[config.mk]
export PLATFORM = sky130hd
export DESIGN_NAME = vst_symbol_timing
export DESIGN_NICKNAME = d
export VERILOG_FILES = /design/src/design/vst_pkg.sv /design/src/design/vst_fifo.sv /design/src/design/vst_symbol_timing.sv
export SDC_FILE = /design/constraint.sdc
export NUM_CORES = 1
export LEC_CHECK = 0
export BUFFER_PORTS_ARGS = -buffer_cell sky130_fd_sc_hd__buf_2
export CAP_MARGIN = 20
export CORE_MARGIN = 2
export CORE_UTILIZATION = 60
export CTS_CLUSTER_DIAMETER = 60
export DETAILED_ROUTE_END_ITERATION = 12
export PLACE_DENSITY_LB_ADDON = 0.15
export SLEW_MARGIN = 25
export SYNTH_ARGS = -nofsm -noshare
export SYNTH_HDL_FRONTEND = slang
export SYNTH_HIERARCHICAL = 1
export SYNTH_SLANG_ARGS = --single-unit
[constraint.sdc]
create_clock -name CLOCK_IN -period 3.97 [get_ports CLOCK_IN]
set_input_delay 0.397 -clock CLOCK_IN [delete_from_list [all_inputs] [get_ports CLOCK_IN]]
set_output_delay 0.397 -clock CLOCK_IN [all_outputs]
set_load 0.03 [all_outputs]
[src/design/vst_pkg.sv]
package vst_pkg;
    // Link timing clock and system clock
    localparam int CLK_MHZ = 200;
    localparam int LINK_KHZ = 1000;
    localparam int LINK_DIV = CLK_MHZ * 1000 / LINK_KHZ;
    // Delay offset setting that the symbol times hold for
    localparam logic [3:0] DELAY_OFFSET_NOMINAL = 4'h7;
    // Transmit times in us, one link tick per us
    localparam int TX_SHORT_US = 64;
    localparam int TX_LONG_US = 128;
    localparam int TX_SOF_US = 200;
    localparam int TX_EOD_US = 200;
    localparam int TX_EOF_US = 280;
    localparam int TX_IFS_US = 300;
    // Receive window bounds in us
    localparam int RX_MIN_US = 34;
    localparam int RX_MID_US = 96;
    localparam int RX_LONG_US = 163;
    localparam int RX_SOF_US = 239;
    localparam int RX_EOF_US = 320;
    localparam int TICK_W = 10;
    localparam int TX_SHORT_T = TX_SHORT_US * LINK_KHZ / 1000;
    localparam int TX_LONG_T = TX_LONG_US * LINK_KHZ / 1000;
    localparam int TX_SOF_T = TX_SOF_US * LINK_KHZ / 1000;
    localparam int TX_EOD_T = TX_EOD_US * LINK_KHZ / 1000;
    localparam int TX_EOF_T = TX_EOF_US * LINK_KHZ / 1000;
    localparam int TX_IFS_T = TX_IFS_US * LINK_KHZ / 1000;
    // Received symbol codes
    localparam logic [2:0] SYM_ZERO = 3'h0;
    localparam logic [2:0] SYM_ONE = 3'h1;
    localparam logic [2:0] SYM_SOF = 3'h2;
    localparam logic [2:0] SYM_EOD = 3'h3;
    localparam logic [2:0] SYM_EOF = 3'h4;
    localparam logic [2:0] SYM_BREAK = 3'h5;
    localparam logic [2:0] SYM_INVALID = 3'h6;
    typedef enum logic [4:0] {
        TX_IDLE = 5'h01,
        TX_SOF = 5'h02,
        TX_BIT = 5'h04,
        TX_EOD = 5'h08,
        TX_IFS = 5'h10
    } tx_state_type;
endpackage

[src/design/vst_fifo.sv]
`timescale 1ns/10ps
`default_nettype none
module vst_fifo #(
    parameter int WIDTH = 8,
    parameter int DEPTH = 16
) (
    input wire logic clk_in,
    input wire logic nrst_in,
    input wire logic [WIDTH-1:0] wr_data_in,
    input wire logic wr_valid_in,
    output logic wr_ready_out,
    output logic [WIDTH-1:0] rd_data_out,
    output logic rd_valid_out,
    input wire logic rd_ready_in
);
    localparam int AW = $clog2(DEPTH);
    if (DEPTH < 2 || (1 << AW) != DEPTH) begin : g_bad_depth
        $error("FIFO depth must be a power of two");
    end
    logic [WIDTH-1:0] mem_q [DEPTH];
    logic [AW:0] wp_q;
    logic [AW:0] rp_q;
    wire full = (wp_q[AW] != rp_q[AW]) && (wp_q[AW-1:0] == rp_q[AW-1:0]);
    wire empty = wp_q == rp_q;
    wire push = wr_valid_in && !full;
    wire pop = rd_ready_in && !empty;
    assign wr_ready_out = !full;
    assign rd_valid_out = !empty;
    assign rd_data_out = mem_q[rp_q[AW-1:0]];
    always_ff @(posedge clk_in) begin
        if (push)
            mem_q[wp_q[AW-1:0]] <= wr_data_in;
    end
    always_ff @(posedge clk_in) begin
        if (!nrst_in) begin
            wp_q <= '0;
            rp_q <= '0;
        end else begin
            if (push)
                wp_q <= wp_q + 1'b1;
            if (pop)
                rp_q <= rp_q + 1'b1;
        end
    end
endmodule
`default_nettype wire

[src/design/vst_symbol_timing.sv]
// Function
// - A passive data zero lasts 64 us and a passive data one 128 us, within 2 us.
// - An active data zero lasts 128 us and an active data one 64 us, within 2 us.
// - Each frame opens with an active start-of-frame pulse of 200 us, within 2 us.
// - After the last bit the bus stays passive 200 us (end of data), 280 us (end of frame), 300 us before a new frame.
// - Received passive 34-96 us is zero, 96-163 us one; active 34-96 us is one, 96-163 us zero.
// - Received active 163-239 us is start of frame, passive 163-239 us end of data.
// - Received passive 239-320 us is end of frame; active of 239 us or more is break.
// - Receive window bounds may move by one link clock period from sampling.
// - All symbol durations are counted on a link timing clock of about 1 MHz.
// - The symbol durations hold when the delay offset field is 0111.
`timescale 1ns/10ps
`default_nettype none
module vst_symbol_timing #(
    parameter int FIFO_DEPTH = 16,
    parameter int LINK_DIV = vst_pkg::LINK_DIV
) (
    input wire logic CLOCK_IN,
    input wire logic NRST_IN,
    input wire logic [3:0] DELAY_OFFSET_FIELD_IN,
    input wire logic [7:0] TX_DATA_IN,
    input wire logic TX_VALID_IN,
    output logic TX_READY_OUT,
    input wire logic TX_LAST_IN,
    output logic TX_BUSY_OUT,
    output logic BUS_TX_OUT,
    input wire logic BUS_RX_IN,
    output logic [2:0] RX_SYMBOL_OUT,
    output logic RX_SYMBOL_VALID_OUT,
    output logic CONFIG_OK_OUT
);
    // Divider counter is eight bits wide
    if (FIFO_DEPTH < 2 || LINK_DIV < 2 || LINK_DIV > 256) begin : g_bad_cfg
        $error("FIFO depth or link divider out of range");
    end
    // Link tick divider
    logic [7:0] div_q;
    logic tick_q;
    wire div_end = div_q == 8'(LINK_DIV - 1);
    always_ff @(posedge CLOCK_IN) begin
        if (!NRST_IN) begin
            div_q <= 8'h00;
            tick_q <= 1'b0;
        end else begin
            div_q <= div_end ? 8'h00 : div_q + 8'h01;
            tick_q <= div_end;
        end
    end
    logic cfg_q;
    always_ff @(posedge CLOCK_IN) begin
        if (!NRST_IN)
            cfg_q <= 1'b0;
        else
            cfg_q <= DELAY_OFFSET_FIELD_IN == vst_pkg::DELAY_OFFSET_NOMINAL;
    end
    // Transmit byte buffer; bit 8 marks the last byte of a frame
    logic [8:0] f_data;
    logic f_valid;
    logic f_pop;
    logic f_ready;
    logic rdy_q;
    // Ready drops after each write so it never promises a full slot
    wire f_push = TX_VALID_IN && rdy_q;
    vst_fifo #(.WIDTH(9), .DEPTH(FIFO_DEPTH)) u_fifo (
        .clk_in(CLOCK_IN),
        .nrst_in(NRST_IN),
        .wr_data_in({TX_LAST_IN, TX_DATA_IN}),
        .wr_valid_in(f_push),
        .wr_ready_out(f_ready),
        .rd_data_out(f_data),
        .rd_valid_out(f_valid),
        .rd_ready_in(f_pop)
    );
    // Transmitter
    vst_pkg::tx_state_type st_q;
    logic [vst_pkg::TICK_W-1:0] tcnt_q;
    logic [7:0] sh_q;
    logic [2:0] bidx_q;
    logic last_q;
    logic lvl_q;
    wire cur_bit = sh_q[7];
    wire [vst_pkg::TICK_W-1:0] bit_len = (lvl_q ^ cur_bit) ?
        vst_pkg::TICK_W'(vst_pkg::TX_LONG_T) :
        vst_pkg::TICK_W'(vst_pkg::TX_SHORT_T);
    wire t_done = tick_q && (tcnt_q == vst_pkg::TICK_W'(1));
    wire start_ok = f_valid && cfg_q;
    assign f_pop = (st_q == vst_pkg::TX_IDLE && tick_q && start_ok) ||
        (st_q == vst_pkg::TX_BIT && t_done && bidx_q == 3'h0 &&
         !last_q && f_valid);
    always_ff @(posedge CLOCK_IN) begin
        if (!NRST_IN) begin
            st_q <= vst_pkg::TX_IDLE;
            tcnt_q <= '0;
            sh_q <= 8'h00;
            bidx_q <= 3'h0;
            last_q <= 1'b0;
            lvl_q <= 1'b0;
        end else begin
            if (tick_q && tcnt_q != '0)
                tcnt_q <= tcnt_q - 1'b1;
            case (st_q)
                vst_pkg::TX_IDLE: begin
                    if (tick_q && start_ok) begin
                        sh_q <= f_data[7:0];
                        last_q <= f_data[8];
                        lvl_q <= 1'b1;
                        tcnt_q <= vst_pkg::TICK_W'(vst_pkg::TX_SOF_T);
                        st_q <= vst_pkg::TX_SOF;
                    end
                end
                vst_pkg::TX_SOF: begin
                    if (t_done) begin
                        lvl_q <= 1'b0;
                        bidx_q <= 3'h7;
                        st_q <= vst_pkg::TX_BIT;
                        tcnt_q <= (cur_bit) ?
                            vst_pkg::TICK_W'(vst_pkg::TX_LONG_T) :
                            vst_pkg::TICK_W'(vst_pkg::TX_SHORT_T);
                    end
                end
                vst_pkg::TX_BIT: begin
                    if (t_done) begin
                        if (bidx_q != 3'h0) begin
                            bidx_q <= bidx_q - 3'h1;
                            sh_q <= {sh_q[6:0], 1'b0};
                            lvl_q <= !lvl_q;
                            tcnt_q <= ((!lvl_q) ^ sh_q[6]) ?
                                vst_pkg::TICK_W'(vst_pkg::TX_LONG_T) :
                                vst_pkg::TICK_W'(vst_pkg::TX_SHORT_T);
                        end else if (!last_q && f_valid) begin
                            sh_q <= f_data[7:0];
                            last_q <= f_data[8];
                            bidx_q <= 3'h7;
                            lvl_q <= !lvl_q;
                            tcnt_q <= ((!lvl_q) ^ f_data[7]) ?
                                vst_pkg::TICK_W'(vst_pkg::TX_LONG_T) :
                                vst_pkg::TICK_W'(vst_pkg::TX_SHORT_T);
                        end else begin
                            lvl_q <= 1'b0;
                            tcnt_q <= vst_pkg::TICK_W'(vst_pkg::TX_IFS_T);
                            st_q <= vst_pkg::TX_EOD;
                        end
                    end
                end
                vst_pkg::TX_EOD: begin
                    // Passive hold covers end of data, end of frame and gap
                    if (t_done)
                        st_q <= vst_pkg::TX_IDLE;
                end
                default: st_q <= vst_pkg::TX_IDLE;
            endcase
        end
    end
    logic bus_q;
    logic busy_q;
    always_ff @(posedge CLOCK_IN) begin
        if (!NRST_IN) begin
            bus_q <= 1'b0;
            busy_q <= 1'b0;
            rdy_q <= 1'b0;
        end else begin
            bus_q <= lvl_q;
            busy_q <= st_q != vst_pkg::TX_IDLE;
            rdy_q <= f_ready && !f_push;
        end
    end
    assign BUS_TX_OUT = bus_q;
    assign TX_BUSY_OUT = busy_q;
    assign TX_READY_OUT = rdy_q;
    assign CONFIG_OK_OUT = cfg_q;
    // Receiver: three-stage synchroniser, level taken when the last two stages agree
    logic s1_q;
    logic s2_q;
    logic s3_q;
    logic rlvl_q;
    always_ff @(posedge CLOCK_IN) begin
        if (!NRST_IN) begin
            s1_q <= 1'b0;
            s2_q <= 1'b0;
            s3_q <= 1'b0;
            rlvl_q <= 1'b0;
        end else begin
            s1_q <= BUS_RX_IN;
            s2_q <= s1_q;
            s3_q <= s2_q;
            if (s2_q == s3_q)
                rlvl_q <= s3_q;
        end
    end
    logic [vst_pkg::TICK_W-1:0] rcnt_q;
    logic [2:0] sym_q;
    logic sv_q;
    logic brk_q;
    wire edge_seen = (s2_q == s3_q) && (s3_q != rlvl_q);
    wire c_short = rcnt_q < vst_pkg::TICK_W'(vst_pkg::RX_MIN_US);
    wire c_a = rcnt_q < vst_pkg::TICK_W'(vst_pkg::RX_MID_US);
    wire c_b = rcnt_q < vst_pkg::TICK_W'(vst_pkg::RX_LONG_US);
    wire c_c = rcnt_q < vst_pkg::TICK_W'(vst_pkg::RX_SOF_US);
    wire c_d = rcnt_q < vst_pkg::TICK_W'(vst_pkg::RX_EOF_US);
    wire [2:0] act_sym = c_short ? vst_pkg::SYM_INVALID :
        c_a ? vst_pkg::SYM_ONE : c_b ? vst_pkg::SYM_ZERO :
        c_c ? vst_pkg::SYM_SOF : vst_pkg::SYM_BREAK;
    wire [2:0] pas_sym = c_short ? vst_pkg::SYM_INVALID :
        c_a ? vst_pkg::SYM_ZERO : c_b ? vst_pkg::SYM_ONE :
        c_c ? vst_pkg::SYM_EOD : vst_pkg::SYM_EOF;
    wire cnt_max = &rcnt_q;
    // Break flagged as soon as the active pulse reaches its bound
    wire brk_now = rlvl_q && !brk_q &&
        rcnt_q == vst_pkg::TICK_W'(vst_pkg::RX_SOF_US);
    // Passive end of frame reported once the idle passes its bound
    wire eof_now = !rlvl_q && !brk_q &&
        rcnt_q == vst_pkg::TICK_W'(vst_pkg::RX_EOF_US);
    always_ff @(posedge CLOCK_IN) begin
        if (!NRST_IN) begin
            rcnt_q <= '0;
            sym_q <= vst_pkg::SYM_ZERO;
            sv_q <= 1'b0;
            brk_q <= 1'b1;
        end else begin
            sv_q <= 1'b0;
            if (edge_seen) begin
                rcnt_q <= '0;
                brk_q <= 1'b0;
                if (!brk_q) begin
                    sym_q <= rlvl_q ? act_sym : pas_sym;
                    sv_q <= 1'b1;
                end
            end else begin
                if (tick_q && !cnt_max)
                    rcnt_q <= rcnt_q + 1'b1;
                if (brk_now || eof_now) begin
                    sym_q <= brk_now ? vst_pkg::SYM_BREAK : vst_pkg::SYM_EOF;
                    sv_q <= 1'b1;
                    brk_q <= 1'b1;
                end
            end
        end
    end
    assign RX_SYMBOL_OUT = sym_q;
    assign RX_SYMBOL_VALID_OUT = sv_q;
endmodule
`default_nettype wire
Word-level counts from Yosys, hierarchy flattened
Memories as Yosys holds them, arrays and structs flattened. A register that Yosys moved wholly into a read port is not among the register bits.
Index checks and enable logic that the tools add are counted.
{"block": "classes", "n_addsub": 6, "n_lt_le_gt_ge": 4, "n_eq_ne": 24, "muxes": 60, "n_bitwise": 3, "n_reduce_logical": 48}
{"op": "2-to-1 mux 8 bit", "n": 7}
{"op": "2-to-1 mux 3 bit", "n": 16}
{"op": "2-to-1 mux 10 bit", "n": 4}
{"op": "2-to-1 mux 5 bit", "n": 6}
{"op": "one-hot mux 10 bit (3 select lines)", "n": 1}
{"op": "logical AND 1 bit", "n": 22}
{"op": "less-than comparator 10 x 8 -> 1 bit (second input constant)", "n": 2}
{"op": "one-hot mux 5 bit (4 select lines)", "n": 1}
{"op": "2-to-1 mux 9 bit", "n": 2}
{"op": "2-to-1 mux 1 bit", "n": 17}
{"op": "one-hot mux 8 bit (2 select lines)", "n": 1}
{"op": "!= test 2 bit (second input constant)", "n": 6}
{"op": "AND reduction 4 bit", "n": 3}
{"op": "adder 10 x 1 -> 10 bit (second input constant)", "n": 1}
{"op": "adder 5 x 1 -> 5 bit (second input constant)", "n": 2}
{"op": "equality test 10 x 1 -> 1 bit (second input constant)", "n": 1}
{"op": "equality test 10 x 8 -> 1 bit (second input constant)", "n": 1}
{"op": "equality test 10 x 9 -> 1 bit (second input constant)", "n": 1}
{"op": "less-than comparator 10 x 6 -> 1 bit (second input constant)", "n": 1}
{"op": "less-than comparator 10 x 7 -> 1 bit (second input constant)", "n": 1}
{"op": "AND reduction 10 bit", "n": 1}
{"op": "nonzero test 10 bit", "n": 1}
{"op": "subtractor 10 x 1 -> 10 bit (second input constant)", "n": 1}
{"op": "adder 8 x 1 -> 8 bit (second input constant)", "n": 1}
{"op": "other kinds (29)", "n": 45}
{"block": "word_totals", "ff_bits": 70, "ram_bits": 144, "inputBits": 17, "output_inout_bits": 8, "word_cells": 168, "n_memories": 1}
{"name": "u_fifo.mem_q", "depth": 16, "width": 9, "read_ports": 1, "rd_clocked_by_memory_dff": 1, "wr": 1, "line_no": "vst_fifo.sv:20", "source": "logic [WIDTH-1:0] mem_q [DEPTH];"}

Depth between registers and ports, before layout
Gate-level depths: netlist of run 1.
{"block": "depth", "ltp_word": 10, "mapped_depth": 11, "mapped_depth_nobuf": 9}

Cells and area by module
Netlist of run 1, hierarchy kept.
{"module": "vst_fifo", "instances": 1, "cells_per_inst": 306, "area_each_um2": 6436.2, "seq_area_each_um2": 4604.4}
{"module": "vst_symbol_timing", "instances": 1, "cells_per_inst": 348, "area_each_um2": 3030.4, "seq_area_each_um2": 1181.1}

Worst setup path after synthesis of run 1
Ideal clock, no wire load.
{"block": "synth_path", "kind": "reg-to-reg", "startpoint": "register u_fifo.wp_q[2]", "endpoint": "register (tool-made name)", "setup_ps": 72, "t_arrival_ps": 2432, "t_required_ps": 3898, "setup_slack_ps": 1466, "path_stages_with_launch": 12, "path_buffers": 2, "period_less_slack_ps": 2504, "cell_sequence": "dfxtp_1 buf_2 xor2_1 nor4_4 buf_2 nand2_1 nor4bb_1 nand2_1 o21ai_2 inv_1 a21oi_1 mux2i_1"}
{"element": "from (decl)", "line_no": "vst_fifo.sv:21", "source": "logic [AW:0] wp_q;"}
{"element": "from (signal assigned)", "line_no": "vst_fifo.sv:40", "source": "wp_q <= wp_q + 1'b1;"}

==> PnR_summary.wiki, run 1 <==
{| class="wikitable"
! Metric !! Value
|-
| Antenna Violating Nets Remaining || 0
|-
| Pre-Repair DR Iteration Count || 6
|-
| Overall fraction of global-route tracks in use || 24.02%
|-
| Inserted Clock Buffers || 23
|-
| Final std cell area, no fill || ~10000 um^2
|-
| Number of unique standard cell types used by synthesis || 66
|-
| Core area || between 15000 and 20000 um^2
|-
| Number of max-slew violations in the final report || 0
|-
| Skew-Pair Late Insertion Delay || about 500 ps
|-
| Master cell of the clock root buffer || sky130_fd_sc_hd__clkbuf_16
|-
| Total number of nets in the final design || 708
|-
| Post-synthesis instance area || 9467 um^2
|-
| Avg Synthesized Cell Area || approximately 14 um^2
|-
| Origin of the worst min-delay path || DELAY_OFFSET_FIELD_IN[3]
|-
| Crit path setup slack, layout || between 1000 and 1500 ps
|-
| Synth Flop Type || sky130_fd_sc_hd__edfxtp_1
|-
| DRC errors left || 0
|-
| Highest achievable clock rate || 0.3388 GHz
|-
| Maximum clock insertion buffer count || 3
|-
| Number of flip-flops and latches in the synthesized netlist || about 220
|-
| PortBufs || 24
|-
| Initial Util || 61.81%
|-
| Number of maximum-capacitance violations || 0
|-
| Via count || roughly 5700
|-
| CTS resizes || 0
|-
| Worst hold stages || 2
|-
| Maximum number of pins on one net before global-route repair || 38
|-
| Routed WL per cell || 21.12 um
|-
| Outcome || complete, no violations
|-
| Total power divided by cell area || approximately 440 nW/um^2
|-
| Hold slack final || 53.64 ps
|-
| # diodes || 0
|-
| Chip Width || roughly 130 um
|-
| Worst clock skew || 12.70 ps
|-
| Number of hold buffers added after cts || 0
|-
| Layout cells sized above 1 || between 10% and 20%
|-
| Final setup violating endpoints || 0
|-
| Reg2reg setup slack || around 1000 ps
|-
| Leak || about 3.8 nW
|-
| Highest fanout seen on the critical path || 13
|-
| Number of clock sinks || 217
|-
| Transition at the pin with the smallest max-transition slack || approximately 780 ps
|-
| Sequential element share of the synthesized area || 61.12%
|-
| Final critical-path share of the clock period || between 70% and 80%
|-
| Number of post-CTS setup repair buffers || 0
|-
| Depth of the worst register-to-register path || 9
|-
| Total Wirelength || between 15000 and 20000 um
|-
| Post-Place Worst Slack || roughly 1100 ps
|-
| Number of hold-slack violations in the final timing report || 0
|-
| Critical path data arrival time || roughly 3400 ps
|-
| Congestion Overflow GR || 0
|-
| Class of the most critical setup path || reg -> reg
|-
| Startpoint type of the worst setup path || flop
|-
| Final HPWL DP || 11950 um
|-
| First-pass GRT wire length || between 30000 and 40000 um
|-
| Area after DPL || ~9700 um^2
|-
| Aggregate negative setup slack || 0 ps
|-
| Growth of design area from synthesis to finish || 10.59%
|-
| Layout Utilization || 68.36%
|-
| TritonCTS clock tree || done
|-
| R2r startpoint || u_fifo/wp_q[2]
|-
| Async set-reset flop share out of synthesis || 0%
|-
| Die area || approximately 17000 um^2
|-
| Initial drt markers || about 490
|-
| Post-Syn Nets || 684
|-
| Antenna violations before repair || 0
|-
| Unrepaired setup endpoints after global routing || false
|-
| Endpoint of the worst hold path || CONFIG_OK_OUT
|-
| Required time of the worst setup path || ~4400 ps
|-
| Number of global-route vias before repair || 5530
|-
| Worst VDD drop || about 0.48 mV
|-
| Gate Count Post-Synth || between 600 and 700
|-
| GPL Wtd Cong || ~0.84
|-
| Post-layout min period || a little under 3000 ps
|-
| Number of placed I/O pins || 25
|-
| Syn. warnings || 6
|-
| Count of H-tree levels built during CTS || 1
|-
| Reg clk slew, reported paths || around 60 ps
|-
| Die height || ~130 um
|-
| Via density || approximately 6.2
|-
| HP Class || in -> reg
|-
| Count of flip-flops with a built-in enable after synthesis || 144
|-
| Relative max-transition margin || a little under half
|-
| Crit. End Element || flop
|-
| Cell Rows || between 40 and 50
|}
-- how the worst max path moves through the flow --
stage                        start  slack [ps]  depth (start not counted)  endpoint
finish              u_fifo/wp_q[2]        1020                          9      flop
global route        u_fifo/wp_q[2]         710                          9      flop
CTS                 u_fifo/wp_q[2]        1020                          9      flop
detailed placement  u_fifo/wp_q[2]        1070                          9      flop
global placement    u_fifo/wp_q[0]        1160                          8   sh_q[5]
floorplan           u_fifo/wp_q[2]        1470                         11      flop
-- report_power, final --
part           total [mW]  switching (mW)  internal [mW]
registers            2.43         0.00712           2.42
logic              0.0979          0.0668         0.0310
clock network        2.10           0.852           1.25
-- critical path: stages (launching register included) --
cell	delay [ps]
sky130_fd_sc_hd__dfxtp_1	480
sky130_fd_sc_hd__xor2_1	270
sky130_fd_sc_hd__nor4_4	140
sky130_fd_sc_hd__nand2_1	150
sky130_fd_sc_hd__nor4bb_1	550
sky130_fd_sc_hd__nand2_1	130
sky130_fd_sc_hd__o21ai_2	370
sky130_fd_sc_hd__inv_1	110
sky130_fd_sc_hd__a21oi_1	400
sky130_fd_sc_hd__mux2i_1	260
-- logic make-up (layout without fill, tap and decap cells) --
kind of cell / Yosys count / after routing / share of synthesized area (%)
DFF: 217 / 217 / 61.12
adders and majority gates: 13 / 13 / 1.718
muxes: 64 / 64 / 14.00
buffers and inverters: 45 / 86 / 2.419
AOI/OAI and AO/OA: 81 / 81 / 6.345
xor gates and xnor gates: 27 / 27 / 2.498
and+or+nand+nor: 207 / 207 / 11.91
-- metrics by stage --
| step | total power, mW | instances |
|---|---|---|
| CTS | 4.668 | 906 |
| detailed placement | 2.572 | 864 |
| floorplan | 2.527 | 654 |
| global placement | 2.566 | 864 |
| global route | 4.760 | 906 |
| finish | 4.625 | 906 |
-- area by class of cell --
| class | count | area (um^2) |
|---|---|---|
| clock buffer | 28 | 624.3 |
| clock inverter | 14 | 127.6 |
| fill | 1046 | 4846 |
| inverter | 15 | 56.30 |
| multi-input combinational | 392 | 3452 |
| sequential | 217 | 5787 |
| tap | 211 | 264.0 |
| timing repair buffer | 29 | 157.7 |
-- sequential cells by signal (all words and copies together) (netlist names), named ones only --
signal,flops
CONFIG_OK_OUT,1
BUS_TX_OUT,1
rlvl_q,1
RX_SYMBOL_OUT,3
s2_q,1
tick_q,1
div_q,8
s1_q,1
bidx_q,3
u_fifo/mem_q,144
TX_BUSY_OUT,1
tcnt_q,10
s3_q,1
brk_q,1
lvl_q,1
st_q,4
RX_SYMBOL_VALID_OUT,1
sh_q,8
TX_READY_OUT,1
rcnt_q,10
u_fifo/wp_q,5
u_fifo/rp_q,5
last_q,1
-- cell usage in the layout, fill, tap and decap left out, types with 18 or more instances in the layout --
master	Yosys	routed
sky130_fd_sc_hd__edfxtp_1	144	144
sky130_fd_sc_hd__dfxtp_1	73	72
sky130_fd_sc_hd__nand2_1	38	38
sky130_fd_sc_hd__nor2_1	38	38
sky130_fd_sc_hd__mux4_1	32	32
sky130_fd_sc_hd__nand3_1	27	27
sky130_fd_sc_hd__buf_2	3	24
sky130_fd_sc_hd__clkbuf_16	0	23
sky130_fd_sc_hd__and3_1	22	22
sky130_fd_sc_hd__mux2i_1	18	18
-- cell usage after synthesis, types with 4 or more instances --
cell	number	share of area, %
sky130_fd_sc_hd__inv_1	15	0.59
sky130_fd_sc_hd__nor4_1	4	0.26
sky130_fd_sc_hd__nand4_1	11	0.73
sky130_fd_sc_hd__o211ai_1	4	0.32
sky130_fd_sc_hd__and3_1	22	1.5
sky130_fd_sc_hd__a21oi_1	16	0.85
sky130_fd_sc_hd__nor2b_1	5	0.33
sky130_fd_sc_hd__and2_1	15	0.99
sky130_fd_sc_hd__nor2_1	38	1.5
sky130_fd_sc_hd__buf_1	4	0.16
sky130_fd_sc_hd__nand3_1	27	1.4
sky130_fd_sc_hd__o211a_1	10	1.1
sky130_fd_sc_hd__nand2_1	38	1.5
sky130_fd_sc_hd__nor4b_1	4	0.37
sky130_fd_sc_hd__mux4_2	13	3.1
sky130_fd_sc_hd__mux2i_1	18	1.9
sky130_fd_sc_hd__ha_1	13	1.7
sky130_fd_sc_hd__nand2b_1	9	0.59
sky130_fd_sc_hd__or3_1	4	0.26
sky130_fd_sc_hd__xor2_1	17	1.6
sky130_fd_sc_hd__xnor2_1	10	0.93
sky130_fd_sc_hd__clkbuf_1	16	0.63
sky130_fd_sc_hd__mux4_1	32	8.9
sky130_fd_sc_hd__edfxtp_1	144	46
sky130_fd_sc_hd__buf_6	6	0.71
sky130_fd_sc_hd__o21ai_0	14	0.74
sky130_fd_sc_hd__nor3_1	9	0.48
sky130_fd_sc_hd__dfxtp_1	73	15
-- routing by layer --
metal	GRT usage, %	routed length (um)
met3	4.170	923
met1	32.66	8133
met2	39.67	9437
met4	8.349	645
met5	0	0
Power figures use the tool's default switching activity.
==> run 2: changes to the inputs <==
ABC_AREA = 1   (was not set)
CORE_UTILIZATION = 56   (was 60)
clock period = 2.38 ns   (was 3.97 ns; I/O delays follow)
==> PnR_summary.wiki, run 2 <==
{| class="wikitable"
! Metric !! Value
|-
| Skew-Pair Late Insertion Delay || 530 ps (+20 ps)
|-
| Startpoint type of the worst setup path || flop
|-
| Compound-cell area share of the yosys netlist || 10.66% (+4.3 points)
|-
| Cell types with the largest area share after synthesis || sky130_fd_sc_hd__edfxtp_1, sky130_fd_sc_hd__dfxtp_1, sky130_fd_sc_hd__nand2_1, sky130_fd_sc_hd__inv_1, sky130_fd_sc_hd__nand3_1
|-
| Highest achievable clock rate || 0.4526 GHz (+34%)
|-
| HP Class || in -> reg
|-
| Number of flip-flops and latches in the synthesized netlist || 217 (unchanged)
|-
| Met3 wire length || 1076 um (+17%)
|-
| Chip Width || 136.3 um (+5.2%)
|-
| PortBufs || 24 (unchanged)
|-
| Crit. End Element || flop
|-
| Core area || 17180 um^2 (+12%)
|-
| Number of unique standard cell types used by synthesis || 44 (-33%)
|-
| Inserted Clock Buffers || 23 (unchanged)
|-
| Leak || 4.202 nW (+11%)
|-
| Highest Signal Layer || met4
|-
| Routed WL per cell || 15.52 um (-27%)
|-
| Crit path setup slack, layout || 170.4 ps (-848.4 ps)
|-
| Number of max-slew violations in the final report || 0 (unchanged)
|-
| Cell Rows || 48 (+6.7%)
|-
| Critical path data arrival time || 2350 ps (-1030 ps)
|-
| Fraction of synthesized cell area in xor and xnor cells || 0.8041% (-1.7 points)
|-
| Die area || 18580 um^2 (+11%)
|-
| Overall fraction of global-route tracks in use || 22.35% (-1.7 points)
|-
| Mux contribution to synthesized area || 0.8041% (-13 points)
|-
| Layout cells sized above 1 || 11.55% (-2.4 points)
|-
| Count of H-tree levels built during CTS || 1 (unchanged)
|-
| Antenna Violating Nets Remaining || 0 (unchanged)
|-
| Routed wire length on met2 || 9508 um (+0.75%)
|-
| Commonest cells post-synth || sky130_fd_sc_hd__nand2_1, sky130_fd_sc_hd__edfxtp_1, sky130_fd_sc_hd__inv_1, sky130_fd_sc_hd__nand3_1, sky130_fd_sc_hd__nor2_1
|-
| Final HPWL DP || 13490 um (+13%)
|-
| Post-Place Worst Slack || 188.1 ps (-886.6 ps)
|-
| Unrepaired setup endpoints after global routing || false
|-
| Most used cells in the layout excluding fill and tap cells || sky130_fd_sc_hd__nand2_1, sky130_fd_sc_hd__edfxtp_1, sky130_fd_sc_hd__inv_1
|-
| Growth of design area from synthesis to finish || 12.30%
|-
| Post-Syn Nets || 1066 (+56%)
|-
| Count of flip-flops with a built-in enable after synthesis || 144 (unchanged)
|-
| Post-synthesis instance area || 9803 um^2 (+3.6%)
|-
| Gate Count Post-Synth || 1036 (+58%)
|-
| Async set-reset flop share out of synthesis || 0% (unchanged)
|-
| Reg clk slew, reported paths || 60 ps (about the same)
|-
| Syn. warnings || 6 (unchanged)
|-
| Cell type with the largest total area after synthesis || sky130_fd_sc_hd__edfxtp_1
|-
| DRC errors left || 0 (unchanged)
|-
| Number of placed I/O pins || 25 (unchanged)
|-
| Final setup violating endpoints || 0 (unchanged)
|-
| Maximum clock insertion buffer count || 3 (unchanged)
|-
| Pre-Repair DR Iteration Count || 5 (-1)
|-
| Simple-gate share of the synthesized area || 19.27% (+7.4 points)
|-
| Worst VDD drop || 0.6434 mV (+35%)
|-
| Total power after layout || 7.799 mW (+69%)
|-
| Number of hold-slack violations in the final timing report || 0 (unchanged)
|-
| Most numerous cell in the Yosys netlist || sky130_fd_sc_hd__nand2_1
|-
| Initial drt markers || 525 (+6.3%)
|-
| Highest fanout seen on the critical path || 9 (-4)
|-
| Initial Util || 57.07% (-4.7 points)
|-
| Dominant combinational cell family by area after synthesis || simple AND/OR/NAND/NOR gates
|-
| Antenna violations before repair || 0 (unchanged)
|-
| Avg Synthesized Cell Area || 9.463 um^2 (-35%)
|-
| Relative max-transition margin || 31.10% (-17 points)
|-
| Die height || 136.3 um (+5.2%)
|-
| Launching element of the worst setup path || u_fifo/rp_q[4]
|-
| First-pass GRT wire length || 32560 um (+7.2%)
|-
| Routed metal-1 wire length || 9307 um (+14%)
|-
| Outcome || complete, no violations
|-
| Required time of the worst setup path || 2520 ps (-1880 ps)
|-
| Worst clock skew || 18.58 ps (+5.888 ps)
|-
| Class of the most critical setup path || reg -> reg
|-
| Total power divided by cell area || 708.4 nW/um^2 (+60%)
|-
| CTS resizes || 0 (unchanged)
|-
| Final critical-path share of the clock period || 92.84% (+19 points)
|-
| Area share of the largest cell type after synthesis || 44.11% (-1.6 points)
|-
| Aggregate negative setup slack || 0 ps (unchanged)
|-
| Transition at the pin with the smallest max-transition slack || 1030 ps (+249.5 ps)
|-
| Number of global-route vias before repair || 6424 (+16%)
|-
| Largest register FFs || 144 (unchanged)
|-
| Number of post-CTS setup repair buffers || 0 (unchanged)
|-
| Congestion Overflow GR || 0 (unchanged)
|-
| Total number of nets in the final design || 1104 (+56%)
|-
| R2r startpoint || u_fifo/rp_q[4]
|-
| Synth Flop Type || sky130_fd_sc_hd__edfxtp_1
|-
| Via count || 7081 (+25%)
|-
| Total Wirelength || 20420 um (+6.7%)
|-
| # diodes || 0 (unchanged)
|-
| Post-layout min period || 2210 ps (-741.6 ps)
|-
| Number of clock sinks || 217 (unchanged)
|-
| TritonCTS clock tree || done
|-
| Most frequent standard cell in the layout excluding fill and tap cells || sky130_fd_sc_hd__nand2_1
|-
| GPL Wtd Cong || 0.8725 (+3.8%)
|-
| Origin of the worst min-delay path || TX_LAST_IN
|-
| Number of maximum-capacitance violations || 0 (unchanged)
|-
| Via density || 5.381 (-14%)
|-
| Master cell of the clock root buffer || sky130_fd_sc_hd__clkbuf_16
|-
| Maximum number of pins on one net before global-route repair || 64 (+68%)
|-
| Sequential element share of the synthesized area || 59.02% (-2.1 points)
|-
| Area share of fa/ha/maj cells after synthesis || 1.659% (-0.059 points)
|}
[run 2: changes by cell type after synthesis, moves of 14 or more]
cell                       before  now
sky130_fd_sc_hd__a21oi_1       16   75
sky130_fd_sc_hd__nor2_1        38   88
sky130_fd_sc_hd__mux2i_1       18    0
sky130_fd_sc_hd__and2_1        15    1
sky130_fd_sc_hd__nand3_1       27   92
sky130_fd_sc_hd__nand2_1       38  177
sky130_fd_sc_hd__and3_1        22    0
sky130_fd_sc_hd__o21ai_0       14   47
sky130_fd_sc_hd__mux4_1        32    0
sky130_fd_sc_hd__o211ai_1       4   38
sky130_fd_sc_hd__inv_1         15  142
[run 2: kinds of logic after synthesis]
kind of cell    Yosys count
xor+xnor                  9
simple gates            417
flops                   217
compound gates          182
fa+ha+maj                13
mux                       7
buf+inv                 191
[run 2: through the flow]
stage	util [%]	std cells	hold WS, ps	cell area, um^2
after floorplan	-	1036	314.6	9803
after global placement	59.50	1271	393.6	10220
after detailed placement	59.50	1271	403.1	10220
after CTS	64.10	1316	86.09	11010
after global routing	64.10	1316	110.3	11010
final	64.10	1316	106.4	11010
[run 2: final timing paths]
kind	cells after the start	endpoint	slack, ps
worst min register to register	2	s2_q	430
worst max-delay path	7	u_fifo/mem_q[13][2]	170
worst max register to register	7	u_fifo/mem_q[13][2]	170
worst min-delay path	1	u_fifo/mem_q[3][8]	110
[run 2: what timing repair did]
item / in CTS / in global routing
hold endpoints to repair: 2 / 0
hold buffers: 3 / 0
endpoints found under the setup margin: 0 / 0
[run 2: final cells by class]
class                           instances  area (um^2)
Sequential cell                       217         5791
Inverter                              156        590.6
Multi-Input combinational cell        628         3254
Timing Repair Buffer                   48        332.8
Clock inverter                         17        166.4
Fill cell                            1431         6167
Clock buffer                           25        593.1
Tap cell                              225        281.5
[run 2: where the power goes]
group          total [mW]  switching [mW]  internal (mW)
logic               0.179           0.127         0.0515
clock network        3.57            1.52           2.05
registers            4.05          0.0115           4.03
[run 2: metal layers]
metal	GRT usage (%)	vias to the layer above
met2	35.40	214
met5	0	-
met1	32.12	3267
met3	3.132	37
li1	-	3563
met4	6.944	0
[run 2: critical path, cell delays in order, from the launching register on]
cell and delay (ps):
sky130_fd_sc_hd__dfxtp_1 330, sky130_fd_sc_hd__xnor2_1 240, sky130_fd_sc_hd__inv_1 80, sky130_fd_sc_hd__nand3_2 90
sky130_fd_sc_hd__nand2_1 70, sky130_fd_sc_hd__inv_1 100, sky130_fd_sc_hd__nand2_1 110, sky130_fd_sc_hd__nor2_1 790
